$ cat config.mk
export PLATFORM = sky130hd
export DESIGN_NAME = scbc_loader
export DESIGN_NICKNAME = d
export VERILOG_FILES = /design/src/rtl/scbc_pkg.sv /design/src/rtl/scbc_loader.sv /design/src/rtl/scbc_clkdiv.sv
export SDC_FILE = /design/constraint.sdc
export NUM_CORES = 1
export LEC_CHECK = 0
export BUFFER_PORTS_ARGS = -buffer_cell sky130_fd_sc_hd__clkbuf_2
export CAP_MARGIN = 20
export CORE_UTILIZATION = 35
export CTS_CLUSTER_DIAMETER = 60
export DETAILED_ROUTE_END_ITERATION = 8
export MAX_ROUTING_LAYER = met4
export PLACE_DENSITY = 0.56
export SLEW_MARGIN = 20
export SYNTH_ARGS = -nofsm -noshare
export SYNTH_HDL_FRONTEND = slang
export SYNTH_SLANG_ARGS = --single-unit
$ cat constraint.sdc
create_clock -name clock -period 1.61 [get_ports clock]
set_input_delay 0.322 -clock clock [delete_from_list [all_inputs] [get_ports clock]]
set_output_delay 0.322 -clock clock [all_outputs]
set_load 0.1 [all_outputs]
$ cat src/rtl/scbc_pkg.sv
/*
 * Package for the strap clock and bus configuration loader: encodings, divider
 * ratios and reset values shared by the loader and its clock divider.
 * Assumes a single 100 MHz host clock domain.
 */
package scbc_pkg;

    // ----------------------------------------------------------------------
    // strap encodings
    // ----------------------------------------------------------------------
    localparam logic       MEM_ASYNC          = 1'h0;
    localparam logic       MEM_SYNC           = 1'h1;
    localparam logic       CORE_RATIO_SINGLE  = 1'h0;
    localparam logic       CORE_RATIO_DOUBLE  = 1'h1;
    localparam logic       BUS_ISA            = 1'h0;
    localparam logic       BUS_LOCAL          = 1'h1;
    localparam logic       ISA_SRC_OSC        = 1'h0;
    localparam logic       ISA_SRC_PCI        = 1'h1;

    // ----------------------------------------------------------------------
    // pci clock ratio select
    // ----------------------------------------------------------------------
    typedef enum logic [1:0] {
        SCBC_DIV_2 = 2'h0,
        SCBC_DIV_3 = 2'h1,
        SCBC_DIV_4 = 2'h2
    } scbc_div_t;

    localparam logic [2:0] DIV_COUNT_2        = 3'h2;
    localparam logic [2:0] DIV_COUNT_3        = 3'h3;
    localparam logic [2:0] DIV_COUNT_4        = 3'h4;
    localparam logic [2:0] DIV_COUNT_RESET    = 3'h0;

    // ----------------------------------------------------------------------
    // loader states
    // ----------------------------------------------------------------------
    typedef enum logic [0:0] {
        SCBC_SAMPLE = 1'b0,
        SCBC_HOLD   = 1'b1
    } scbc_state_t;

    // ----------------------------------------------------------------------
    // values after reset
    // ----------------------------------------------------------------------
    localparam logic       CFG_RESET          = 1'h0;
    localparam logic [1:0] DIV_SEL_RESET      = 2'h0;

    // ratio code to terminal count of the divider
    function automatic logic [2:0] scbc_div_count(input logic [1:0] sel);
        case (sel)
            SCBC_DIV_2: scbc_div_count = DIV_COUNT_2;
            SCBC_DIV_3: scbc_div_count = DIV_COUNT_3;
            SCBC_DIV_4: scbc_div_count = DIV_COUNT_4;
            default:    scbc_div_count = DIV_COUNT_2;
        endcase
    endfunction : scbc_div_count

endpackage : scbc_pkg

$ cat src/rtl/scbc_loader.sv
/*
 * Strap loader: captures board straps under reset and drives static clock and
 * bus configuration, a pci clock enable and an isa clock select.
 * Assumes straps are stable pull resistors, synchronous to clock, and that
 * rst is held at least one clock edge.
 */
// Overview of operation
// - memory clock mode is async when the sync strap is 0 and sync when it is 1.
// - the core runs at one times host clock for strap 0 and two times for strap 1.
// - the expansion interface is isa for bus strap 0 and the 16-bit local bus for 1.
// - in local bus mode dma is disabled and no dma request/acknowledge muxing is used.
// - the pci clock is one half, one third or one quarter of the cpu bus clock.
// - the isa clock comes from the 14.318 MHz oscillator or from the pci clock.
`timescale 1ns/1ns
module scbc_loader (
    input  wire logic       clock,
    input  wire logic       rst,
    input  wire logic       mem_host_sync_strap,
    input  wire logic       core_ratio_strap,
    input  wire logic       bus_select_strap,
    input  wire logic [1:0] pci_ratio_strap,
    input  wire logic       isa_src_strap,
    output logic            mem_sync,
    output logic            core_ratio_double,
    output logic            core_ratio_single,
    output logic            bus_local,
    output logic            dma_enable,
    output logic            dma_mux_enable,
    output logic [1:0]      pci_ratio_sel,
    output logic            pci_clk_tick,
    output logic            isa_clk_from_pci,
    output logic            cfg_valid
);
    import scbc_pkg::*;

    // ----------------------------------------------------------------------
    // helpers
    // ----------------------------------------------------------------------
    // the spare ratio code 3 folds onto divide by two, so the divider
    // never sees a code that it cannot decode
    function automatic logic [1:0] fold_ratio(input logic [1:0] code);
        if (code == 2'h3) begin
            fold_ratio = SCBC_DIV_2;
        end else begin
            fold_ratio = code;
        end
    endfunction : fold_ratio

    // ----------------------------------------------------------------------
    // strap capture
    // ----------------------------------------------------------------------
    scbc_state_t state_reg;
    scbc_state_t state_next;
    logic        mem_reg,   mem_next;
    logic        core_reg,  core_next;
    logic        bus_reg,   bus_next;
    logic [1:0]  ratio_reg, ratio_next;
    logic        isa_reg,   isa_next;

    // reset loads the straps straight into their registers, each reset cycle overwriting the last,
    // and the sample state loads them once more so the value on the first edge after release sticks
    always_comb begin
        state_next = SCBC_HOLD;
        mem_next   = mem_reg;
        core_next  = core_reg;
        bus_next   = bus_reg;
        ratio_next = ratio_reg;
        isa_next   = isa_reg;
        if (state_reg == SCBC_SAMPLE) begin
            mem_next   = mem_host_sync_strap;
            core_next  = core_ratio_strap;
            bus_next   = bus_select_strap;
            ratio_next = fold_ratio(pci_ratio_strap);
            isa_next   = isa_src_strap;
        end
    end

    always_ff @(posedge clock) begin
        if (rst) begin
            state_reg <= SCBC_SAMPLE;
        end else begin
            state_reg <= state_next;
        end
    end

    // strap registers are not reset: sampling happens while rst is high
    always_ff @(posedge clock) begin
        if (rst) begin
            mem_reg   <= mem_host_sync_strap;
            core_reg  <= core_ratio_strap;
            bus_reg   <= bus_select_strap;
            ratio_reg <= fold_ratio(pci_ratio_strap);
            isa_reg   <= isa_src_strap;
        end else begin
            mem_reg   <= mem_next;
            core_reg  <= core_next;
            bus_reg   <= bus_next;
            ratio_reg <= ratio_next;
            isa_reg   <= isa_next;
        end
    end

    // ----------------------------------------------------------------------
    // configuration outputs
    // ----------------------------------------------------------------------
    logic out_mem_reg, out_core_reg, out_single_reg, out_bus_reg;
    logic out_dma_reg, out_mux_reg, out_isa_reg, out_valid_reg;
    logic [1:0] out_ratio_reg;
    logic out_mem_next, out_core_next, out_single_next, out_bus_next;
    logic out_dma_next, out_mux_next, out_isa_next, out_valid_next;
    logic [1:0] out_ratio_next;

    // outputs stay at safe defaults until the straps are latched
    always_comb begin
        out_valid_next  = (state_reg == SCBC_HOLD);
        out_mem_next    = out_valid_next ? mem_reg : CFG_RESET;
        out_core_next   = out_valid_next ? core_reg : CFG_RESET;
        out_single_next = (out_core_next == CORE_RATIO_SINGLE);
        out_bus_next    = out_valid_next ? bus_reg : CFG_RESET;
        out_dma_next    = out_valid_next && (bus_reg == BUS_ISA);
        out_mux_next    = out_valid_next && (bus_reg == BUS_ISA);
        out_ratio_next  = out_valid_next ? ratio_reg : DIV_SEL_RESET;
        out_isa_next    = out_valid_next ? isa_reg : ISA_SRC_OSC;
    end

    always_ff @(posedge clock) begin
        if (rst) begin
            out_valid_reg  <= CFG_RESET;
            out_mem_reg    <= CFG_RESET;
            out_core_reg   <= CFG_RESET;
            out_single_reg <= 1'h1;
            out_bus_reg    <= CFG_RESET;
            out_dma_reg    <= CFG_RESET;
            out_mux_reg    <= CFG_RESET;
            out_ratio_reg  <= DIV_SEL_RESET;
            out_isa_reg    <= ISA_SRC_OSC;
        end else begin
            out_valid_reg  <= out_valid_next;
            out_mem_reg    <= out_mem_next;
            out_core_reg   <= out_core_next;
            out_single_reg <= out_single_next;
            out_bus_reg    <= out_bus_next;
            out_dma_reg    <= out_dma_next;
            out_mux_reg    <= out_mux_next;
            out_ratio_reg  <= out_ratio_next;
            out_isa_reg    <= out_isa_next;
        end
    end

    // ----------------------------------------------------------------------
    // pci clock divider
    // ----------------------------------------------------------------------
    logic tick_w;

    scbc_clkdiv u_scbc_clkdiv (
        .clock     (clock),
        .rst       (rst),
        .ratio_sel (out_ratio_reg),
        .tick      (tick_w)
    );

    assign mem_sync          = out_mem_reg;
    assign core_ratio_double = out_core_reg;
    assign core_ratio_single = out_single_reg;
    assign bus_local         = out_bus_reg;
    assign dma_enable        = out_dma_reg;
    assign dma_mux_enable    = out_mux_reg;
    assign pci_ratio_sel     = out_ratio_reg;
    assign pci_clk_tick      = tick_w;
    assign isa_clk_from_pci  = out_isa_reg;
    assign cfg_valid         = out_valid_reg;
endmodule : scbc_loader

$ cat src/rtl/scbc_clkdiv.sv
/*
 * Clock enable divider: emits a one-cycle pulse every N host clocks,
 * N being two, three or four.
 * Assumes the ratio select changes at most once outside reset, on the second edge after release.
 */
`timescale 1ns/1ns
module scbc_clkdiv (
    input  wire logic       clock,
    input  wire logic       rst,
    input  wire logic [1:0] ratio_sel,
    output logic            tick
);
    import scbc_pkg::*;

    logic [2:0] count_reg;
    logic [2:0] count_next;
    logic       tick_reg;
    logic       tick_next;
    logic [2:0] terminal;

    always_comb begin
        terminal   = scbc_div_count(ratio_sel);
        tick_next  = 1'b0;
        count_next = count_reg + 3'h1;
        if (count_reg >= terminal - 3'h1) begin
            count_next = DIV_COUNT_RESET;
            tick_next  = 1'b1;
        end
    end

    always_ff @(posedge clock) begin
        if (rst) begin
            count_reg <= DIV_COUNT_RESET;
            tick_reg  <= 1'b0;
        end else begin
            count_reg <= count_next;
            tick_reg  <= tick_next;
        end
    end

    assign tick = tick_reg;

endmodule : scbc_clkdiv

Word-level counts from Yosys, hierarchy flattened
Index checks and enable logic that the tools add are counted.
{ "word_totals": {"reg_bits": 20, "inputBits": 8} }
{ "op_classes": {"addsub": 2, "n_lt_le_gt_ge": 1, "eq_ne": 4, "mux": 15, "bitwise": 3, "n_reduce_logical": 3} }
{ "ops": {"columns": ["operator", "n"], "rows": [
  ["$mux W1", 11],
  ["$mux W2", 3],
  ["$pmux W3 S2", 1],
  ["$eq A2 B2 Y1 const B", 2],
  ["$reduce_or A2 Y1", 2],
  ["$add A3 B1 Y3 const B", 1],
  ["$ge A3 B3 Y1", 1],
  ["$not A1 Y1", 3],
  ["$sub A3 B1 Y3 const B", 1],
  ["$eq A2 B1 Y1 const B", 1],
  ["$ne A2 B2 Y1 const B", 1],
  ["$logic_and A1 B1 Y1", 1]
]} }

Depth between registers and ports, before layout
Gate-level depths: netlist of run 1.
{ "depth": {"ltp_word": 5, "mapped_depth": 7} }

Cells and area by module
From an unflattened synthesis of run 1, not the netlist that was laid out.
{ "hier_totals": {"hier_cells": 56, "area_unflattened_um2": 758.2} }
{ "by_module_without_submodules": {"columns": ["module", "n_inst", "cells_each", "area_per_inst_um2"], "rows": [
  ["scbc_loader", 1, 31, 500.5],
  ["scbc_clkdiv", 1, 25, 257.7]
]} }

Worst setup path before layout of run 1
Ideal clock, no wire load.
{ "synth_timing": {"path_type": "flip-flop to flip-flop", "from": "register out_ratio_reg[1] (netlist: pci_ratio_sel[1])", "to": "register u_scbc_clkdiv.tick_reg (netlist: u_scbc_clkdiv.tick)", "arrival_ns": 1.977, "required_time_ns": 1.495, "setup_slack_ns": -0.482, "stages_incl_launch_ff": 8, "n_path_buf": 0, "synth_period_minus_slack_ns": 2.092, "path_cell_list": "dfxtp_1 inv_1 ha_1 nand2_1 ha_1 a21oi_1 o21ai_2 and2_1"} }
{ "synth_between": {"elab_chain_cells": 5, "word_cells_on_any_way": 6, "cone_classes": "add/sub: 1; order compare: 1; eq/ne: 2; mux: 2"} }
{ "synth_lines": {"columns": ["element", "line_no", "rtl"], "rows": [
  ["from (decl)", "scbc_loader.sv:108", "logic [1:0] out_ratio_reg;"],
  ["from (signal assigned)", "scbc_loader.sv:145", "out_ratio_reg <= out_ratio_next;"],
  ["$eq A2 B2 Y1 / $eq A2 B1 Y1 (equally long branches)", "scbc_pkg.sv:50", "case (sel)"],
  ["$pmux W3 S2 *", "scbc_pkg.sv:50", null],
  ["$sub A3 B1 Y3 *", "scbc_clkdiv.sv:25", "if (count_reg >= terminal - 3'h1) begin"],
  ["$ge A3 B3 Y1 *", "scbc_clkdiv.sv:25", null],
  ["$mux W1 *", "scbc_clkdiv.sv:25", null],
  ["to (signal assigned)", "scbc_clkdiv.sv:37", "tick_reg <= tick_next;"],
  ["to (decl)", "scbc_clkdiv.sv:17", "logic tick_reg;"]
]} }
Every way passes the cells marked *; elsewhere a longest branch is shown, timed or not.
A chain may end at the register's enable or synchronous reset.

Final worst setup path of run 1
{ "layout_timing": {"from": "register out_ratio_reg[0] (netlist: pci_ratio_sel[0])", "to": "output pci_ratio_sel[0]"} }
{ "layout_lines": {"columns": ["element", "line_no", "rtl"], "rows": [
  ["to (decl)", "scbc_loader.sv:29", "output logic [1:0] pci_ratio_sel,"]
]} }
No word-level cell between the ends.

==> metrics.txt, run 1 <==
status=finished, final reports clean; post-route clock period utilization=88.5%; RSZ-0062 raised after global routing=false; total clock sinks=20; syn nets=71; top cells by area, synth=dfxtp_1 38%, edfxtp_1 24%, ha_1 12%; Placed Instances=99; Setup Slack @ Placement=190 ps; Slew @ Worst Pin=543 ps; Core ar.=0.00198 mm²; dpl hpwl=691 µm; WHS=191 ps; setup_tns=0 ps; critical path fanouts, max=4; clock latency on the worst-skew pair=290 ps; clk_skew=12.0 ps; Worst Setup End Kind=output port; Post-DRT Antenna Nets=0; drt first pass iters=2; CP Class=reg -> out; via count of the first global-routing pass=364; cell count after synthesis=56; ANT cells=0; routed via count=413; max-cap check violation count=0; buffer and inverter count on the worst path=1; slowest stage delay, CP=450 ps; Hold Buf Count CTS=0; clk root buf=clkbuf_4; Yosys reg bits=20; critical register-to-register path startpoint=pci_ratio_sel[1]; CTS tree=yes; Max VDD drop=0.564 mV; Setup Buffers After CTS=0; Ys Warns=0; share of layout cells above drive strength 1=46.1%; CP max stage cell=clkbuf_2; initial antenna violation count=0; min-delay worst type=in -> reg; setup violators final=0; CP Capture Point=pci_ratio_sel[0]; reg-to-reg endpoint=u_scbc_clkdiv.tick; Largest register FFs=3; reg2reg setup slack=200 ps; clk buf depth=2; DRT Wirelength=892 µm; Die Y=47.9 µm; Pleak=0.421 nW; first-pass GRT wire length=1440 µm; num ports=19; number of buffers created by CTS=3; Synth cell types=19; Power per Cell Area=1550 mW/mm²; initial DRC count=1; Cell Rows=16; largest net degree at the start of global routing=13; Synth top area share=38.0%; die area=0.00230 mm²; fin util=45.6%; Slew headroom=63.9%; CTS HTree Levels=1; Starting Density=37.2%; vias per inst=4.01; Final Wtd Congestion=0.714; Tot GR Track Use=9.96%; Levels on crit path=1; area leader, netlist=dfxtp_1; mapped cell area=738 µm²; post-synthesis sequential area ratio=62.4%; reg2reg path depth=7; Overall Power=1.40 mW; cell area after layout=905 µm²; post-CTS resize count=0; Max Clock Freq=0.701 GHz; DR WL/cell=8.66 µm; Die X=47.9 µm; Data arrival, critical path=1100 ps; min Tclk post-route=1430 ps; critical path launch point type=register; Mean Syn Cell Area=13.2 µm²; Remaining DRCs=0; Area Overhead vs Synth=22.5%; crit path from=pci_ratio_sel[0]; Worst EP required=1290 ps; crit-path cells=clkbuf_2; GRT overflow=0; # nets final=92; count of final hold-check violations=0; Final Non-Filler Cells=103; Placed Area=852 µm²; Slew Viols, Final=0; Top delay family on crit path=buffers and inverters; setup ws final=184 ps; IO Port Bufs=18; CTS clk-pin slew, worst paths=110 ps
power breakdown:
part           switching [mW]  leakage [nW]  internal, mW
Clock                   0.146        0.0279         0.251
Combinational           0.275         0.213         0.126
Sequential             0.0266         0.179         0.577
Yosys cell counts:
| library cell | n |
|---|---|
| inv_1 | 6 |
| buf_4 | 1 |
| nor3b_2 | 1 |
| nor2b_2 | 1 |
| and2_4 | 5 |
| dfxtp_1 | 14 |
| nand2_1 | 3 |
| inv_2 | 1 |
| and2_1 | 1 |
| nor2_1 | 1 |
| o21ai_2 | 1 |
| ha_1 | 7 |
| xnor2_1 | 1 |
| nor3_1 | 2 |
| nor2b_1 | 2 |
| buf_6 | 1 |
| a21oi_1 | 1 |
| edfxtp_1 | 6 |
| nor2b_4 | 1 |
worst min-delay path by stage:
stage                     slack (ps)  depth (start not counted)                end                 from
final                            190                          1            mem_reg  mem_host_sync_strap
after global routing             170                          1            bus_reg     bus_select_strap
after CTS                        180                          1            mem_reg  mem_host_sync_strap
after detailed placement         420                          1     dma_mux_enable              bus_reg
after global placement           410                          1  core_ratio_single             core_reg
after floorplan                  390                          1     out_valid_next                  rst
cell families after synthesis:
| group | count (synthesis) | share of synthesized area, % |
|---|---|---|
| xor+xnor | 1 | 1.19 |
| fa+ha+maj | 7 | 11.9 |
| flops | 20 | 62.4 |
| compound gates | 2 | 1.86 |
| buf+inv | 9 | 6.10 |
| simple gates | 17 | 16.6 |
layout by cell type, fill, tap and decap left out, drive strengths merged:
| cell type | synthesis | routed |
|---|---|---|
| nor3b | 1 | 1 |
| nor2b | 4 | 4 |
| o21ai | 1 | 1 |
| bufinv | 0 | 1 |
| and2 | 6 | 6 |
| nor2 | 1 | 1 |
| clkbuf | 0 | 21 |
| edfxtp | 6 | 6 |
| a21oi | 1 | 1 |
| nor3 | 2 | 2 |
| dfxtp | 14 | 14 |
| inv | 7 | 7 |
| nand2 | 3 | 3 |
| xnor2 | 1 | 1 |
| ha | 7 | 7 |
layer usage:
metal / vias up / wire (µm) / global-route usage, %
li1: 218 / - / -
met1: 184 / 433 / 12.6
met2: 9 / 416 / 13.2
met3: 2 / 32 / 3.40
met4: 0 / 9 / 6.67
met5: - / 0 / -
cell type report:
| type | count | area [µm²] |
|---|---|---|
| clock inverter | 1 | 30.0 |
| inverter | 7 | 26.3 |
| clock buffer | 3 | 22.5 |
| tap | 27 | 33.8 |
| multi-input combinational | 27 | 233 |
| fill | 182 | 1080 |
| timing repair buffer | 18 | 90.1 |
| sequential | 20 | 469 |
Note: power is estimated with default switching activity, not from simulation.
==> run 2: changes to the inputs <==
--- a/config.mk
+++ b/config.mk
@@ -7,12 +7,14 @@
 export LEC_CHECK = 0
 export BUFFER_PORTS_ARGS = -buffer_cell sky130_fd_sc_hd__clkbuf_2
 export CAP_MARGIN = 20
+export CELL_PAD_IN_SITES_DETAIL_PLACEMENT = 1
+export CELL_PAD_IN_SITES_GLOBAL_PLACEMENT = 1
 export CORE_UTILIZATION = 35
+export CTS_BUF_LIST = sky130_fd_sc_hd__clkbuf_4 sky130_fd_sc_hd__clkbuf_8
 export CTS_CLUSTER_DIAMETER = 60
 export DETAILED_ROUTE_END_ITERATION = 8
 export MAX_ROUTING_LAYER = met4
-export PLACE_DENSITY = 0.56
-export SLEW_MARGIN = 20
+export PLACE_DENSITY = 0.67
 export SYNTH_ARGS = -nofsm -noshare
 export SYNTH_HDL_FRONTEND = slang
 export SYNTH_SLANG_ARGS = --single-unit
==> metrics.txt, run 2 (synthesis results as in run 1) <==
share of layout cells above drive strength 1=46.1%; Core ar.=0.00198 mm²; slowest stage delay, CP=450 ps; post-CTS resize count=0; max-cap check violation count=0; commonest non-fill, non-tap cell in the layout=clkbuf_2; CTS HTree Levels=1; Tot GR Track Use=11.9%; die area=0.00230 mm²; Slew Viols, Final=0; post-route clock period utilization=89.5%; status=finished, final reports clean; via count of the first global-routing pass=405; GRT overflow=0; Power per Cell Area=1570 mW/mm²; setup violators final=0; # nets final=92; dpl hpwl=748 µm; Worst EP required=1290 ps; critical path launch point type=register; Setup Buffers After CTS=0; drt first pass iters=3; Die X=47.9 µm; Final Wtd Congestion=0.729; Levels on crit path=1; Remaining DRCs=0; reg2reg path depth=7; RSZ-0062 raised after global routing=false; setup ws final=169 ps; DRT Wirelength=1030 µm; clk buf depth=2; Cell Rows=16; initial antenna violation count=0; clock latency on the worst-skew pair=290 ps; CP max stage cell=clkbuf_2; commonest cells after routing, fill and taps aside=18 x clkbuf_2, 11 x dfxtp_1, 7 x ha_1; Max VDD drop=0.940 mV; DR WL/cell=10.0 µm; crit-path cells=clkbuf_2; total clock sinks=20; CP Class=reg -> out; IO Port Bufs=18; WHS Path Cells=1; ANT cells=0; Setup Slack @ Placement=178 ps; Die Y=47.9 µm; CTS tree=yes; Post-DRT Antenna Nets=0; vias per inst=4.14; clk root buf=clkbuf_4; buffer and inverter count on the worst path=1; Pleak=0.421 nW; Top delay family on crit path=buffers and inverters; Slew @ Worst Pin=543 ps; fin util=45.6%; number of buffers created by CTS=3; count of final hold-check violations=0; num ports=19; min Tclk post-route=1440 ps; clk_skew=1.82 ps; routed via count=426; Area Overhead vs Synth=22.5%; min-delay worst type=in -> reg; critical path fanouts, max=4; largest net degree at the start of global routing=13; Slew headroom=64.0%; Worst Setup End Kind=output port; Max Clock Freq=0.694 GHz; Largest register FFs=3; CTS clk-pin slew, worst paths=110 ps; first-pass GRT wire length=1640 µm; initial DRC count=3; setup_tns=0 ps; Hold Buf Count CTS=0; Starting Density=37.2%; Data arrival, critical path=1120 ps
==> run 2: cell counts in the layout (fill, tap and decap cells not counted) <==
Identical to the previous run, type by type.
==> run 2: layout make-up <==
type / instances / area [µm²]
multi-input combinational: 27 / 233
inverter: 7 / 26.3
tap: 27 / 33.8
fill: 212 / 1080
clock inverter: 1 / 30.0
clock buffer: 3 / 22.5
timing repair buffer: 18 / 90.1
sequential: 20 / 469
==> run 2: through the flow <==
| stage | power (mW) | cell area (µm²) | hold WS (ps) | instances |
|---|---|---|---|---|
| 3_5_place_dp | 1.03 | 852 | 420 | 99 |
| 3_3_place_gp | 1.02 | 852 | 412 | 99 |
| 6_report | 1.42 | 905 | 192 | 103 |
| 4_1_cts | 1.44 | 905 | 179 | 103 |
| 5_1_grt | 1.50 | 905 | 166 | 103 |
| 2_1_floorplan | 0.962 | 747 | 390 | 56 |
==> run 2: routing by layer <==
layer / share of wire, % / track usage (%) / vias up
met1: 43 / 13.2 / 199
met3: 3.7 / 4.53 / 2
met4: 1.7 / 8.33 / 0
met5: 0 / - / -
li1: - / - / 216
met2: 51 / 17.3 / 9
==> run 2: path summary, 6_finish.rpt <==
check | start | slack [ps] | endpoint
hold / removal | bus_select_strap | 190 | bus_reg
hold reg to reg | bus_reg | 430 | dma_mux_enable
setup reg to reg | pci_ratio_sel[1] | 180 | u_scbc_clkdiv.count_reg[1]
setup / recovery | pci_ratio_sel[0] | 170 | pci_ratio_sel[0]
==> run 2: report_power, final <==
part	internal [mW]	total [mW]	switching [mW]	leakage, nW
Combinational	0.127	0.409	0.282	0.213
Sequential	0.577	0.606	0.0294	0.179
Clock	0.251	0.402	0.151	0.0279
Total	0.955	1.42	0.462	0.421
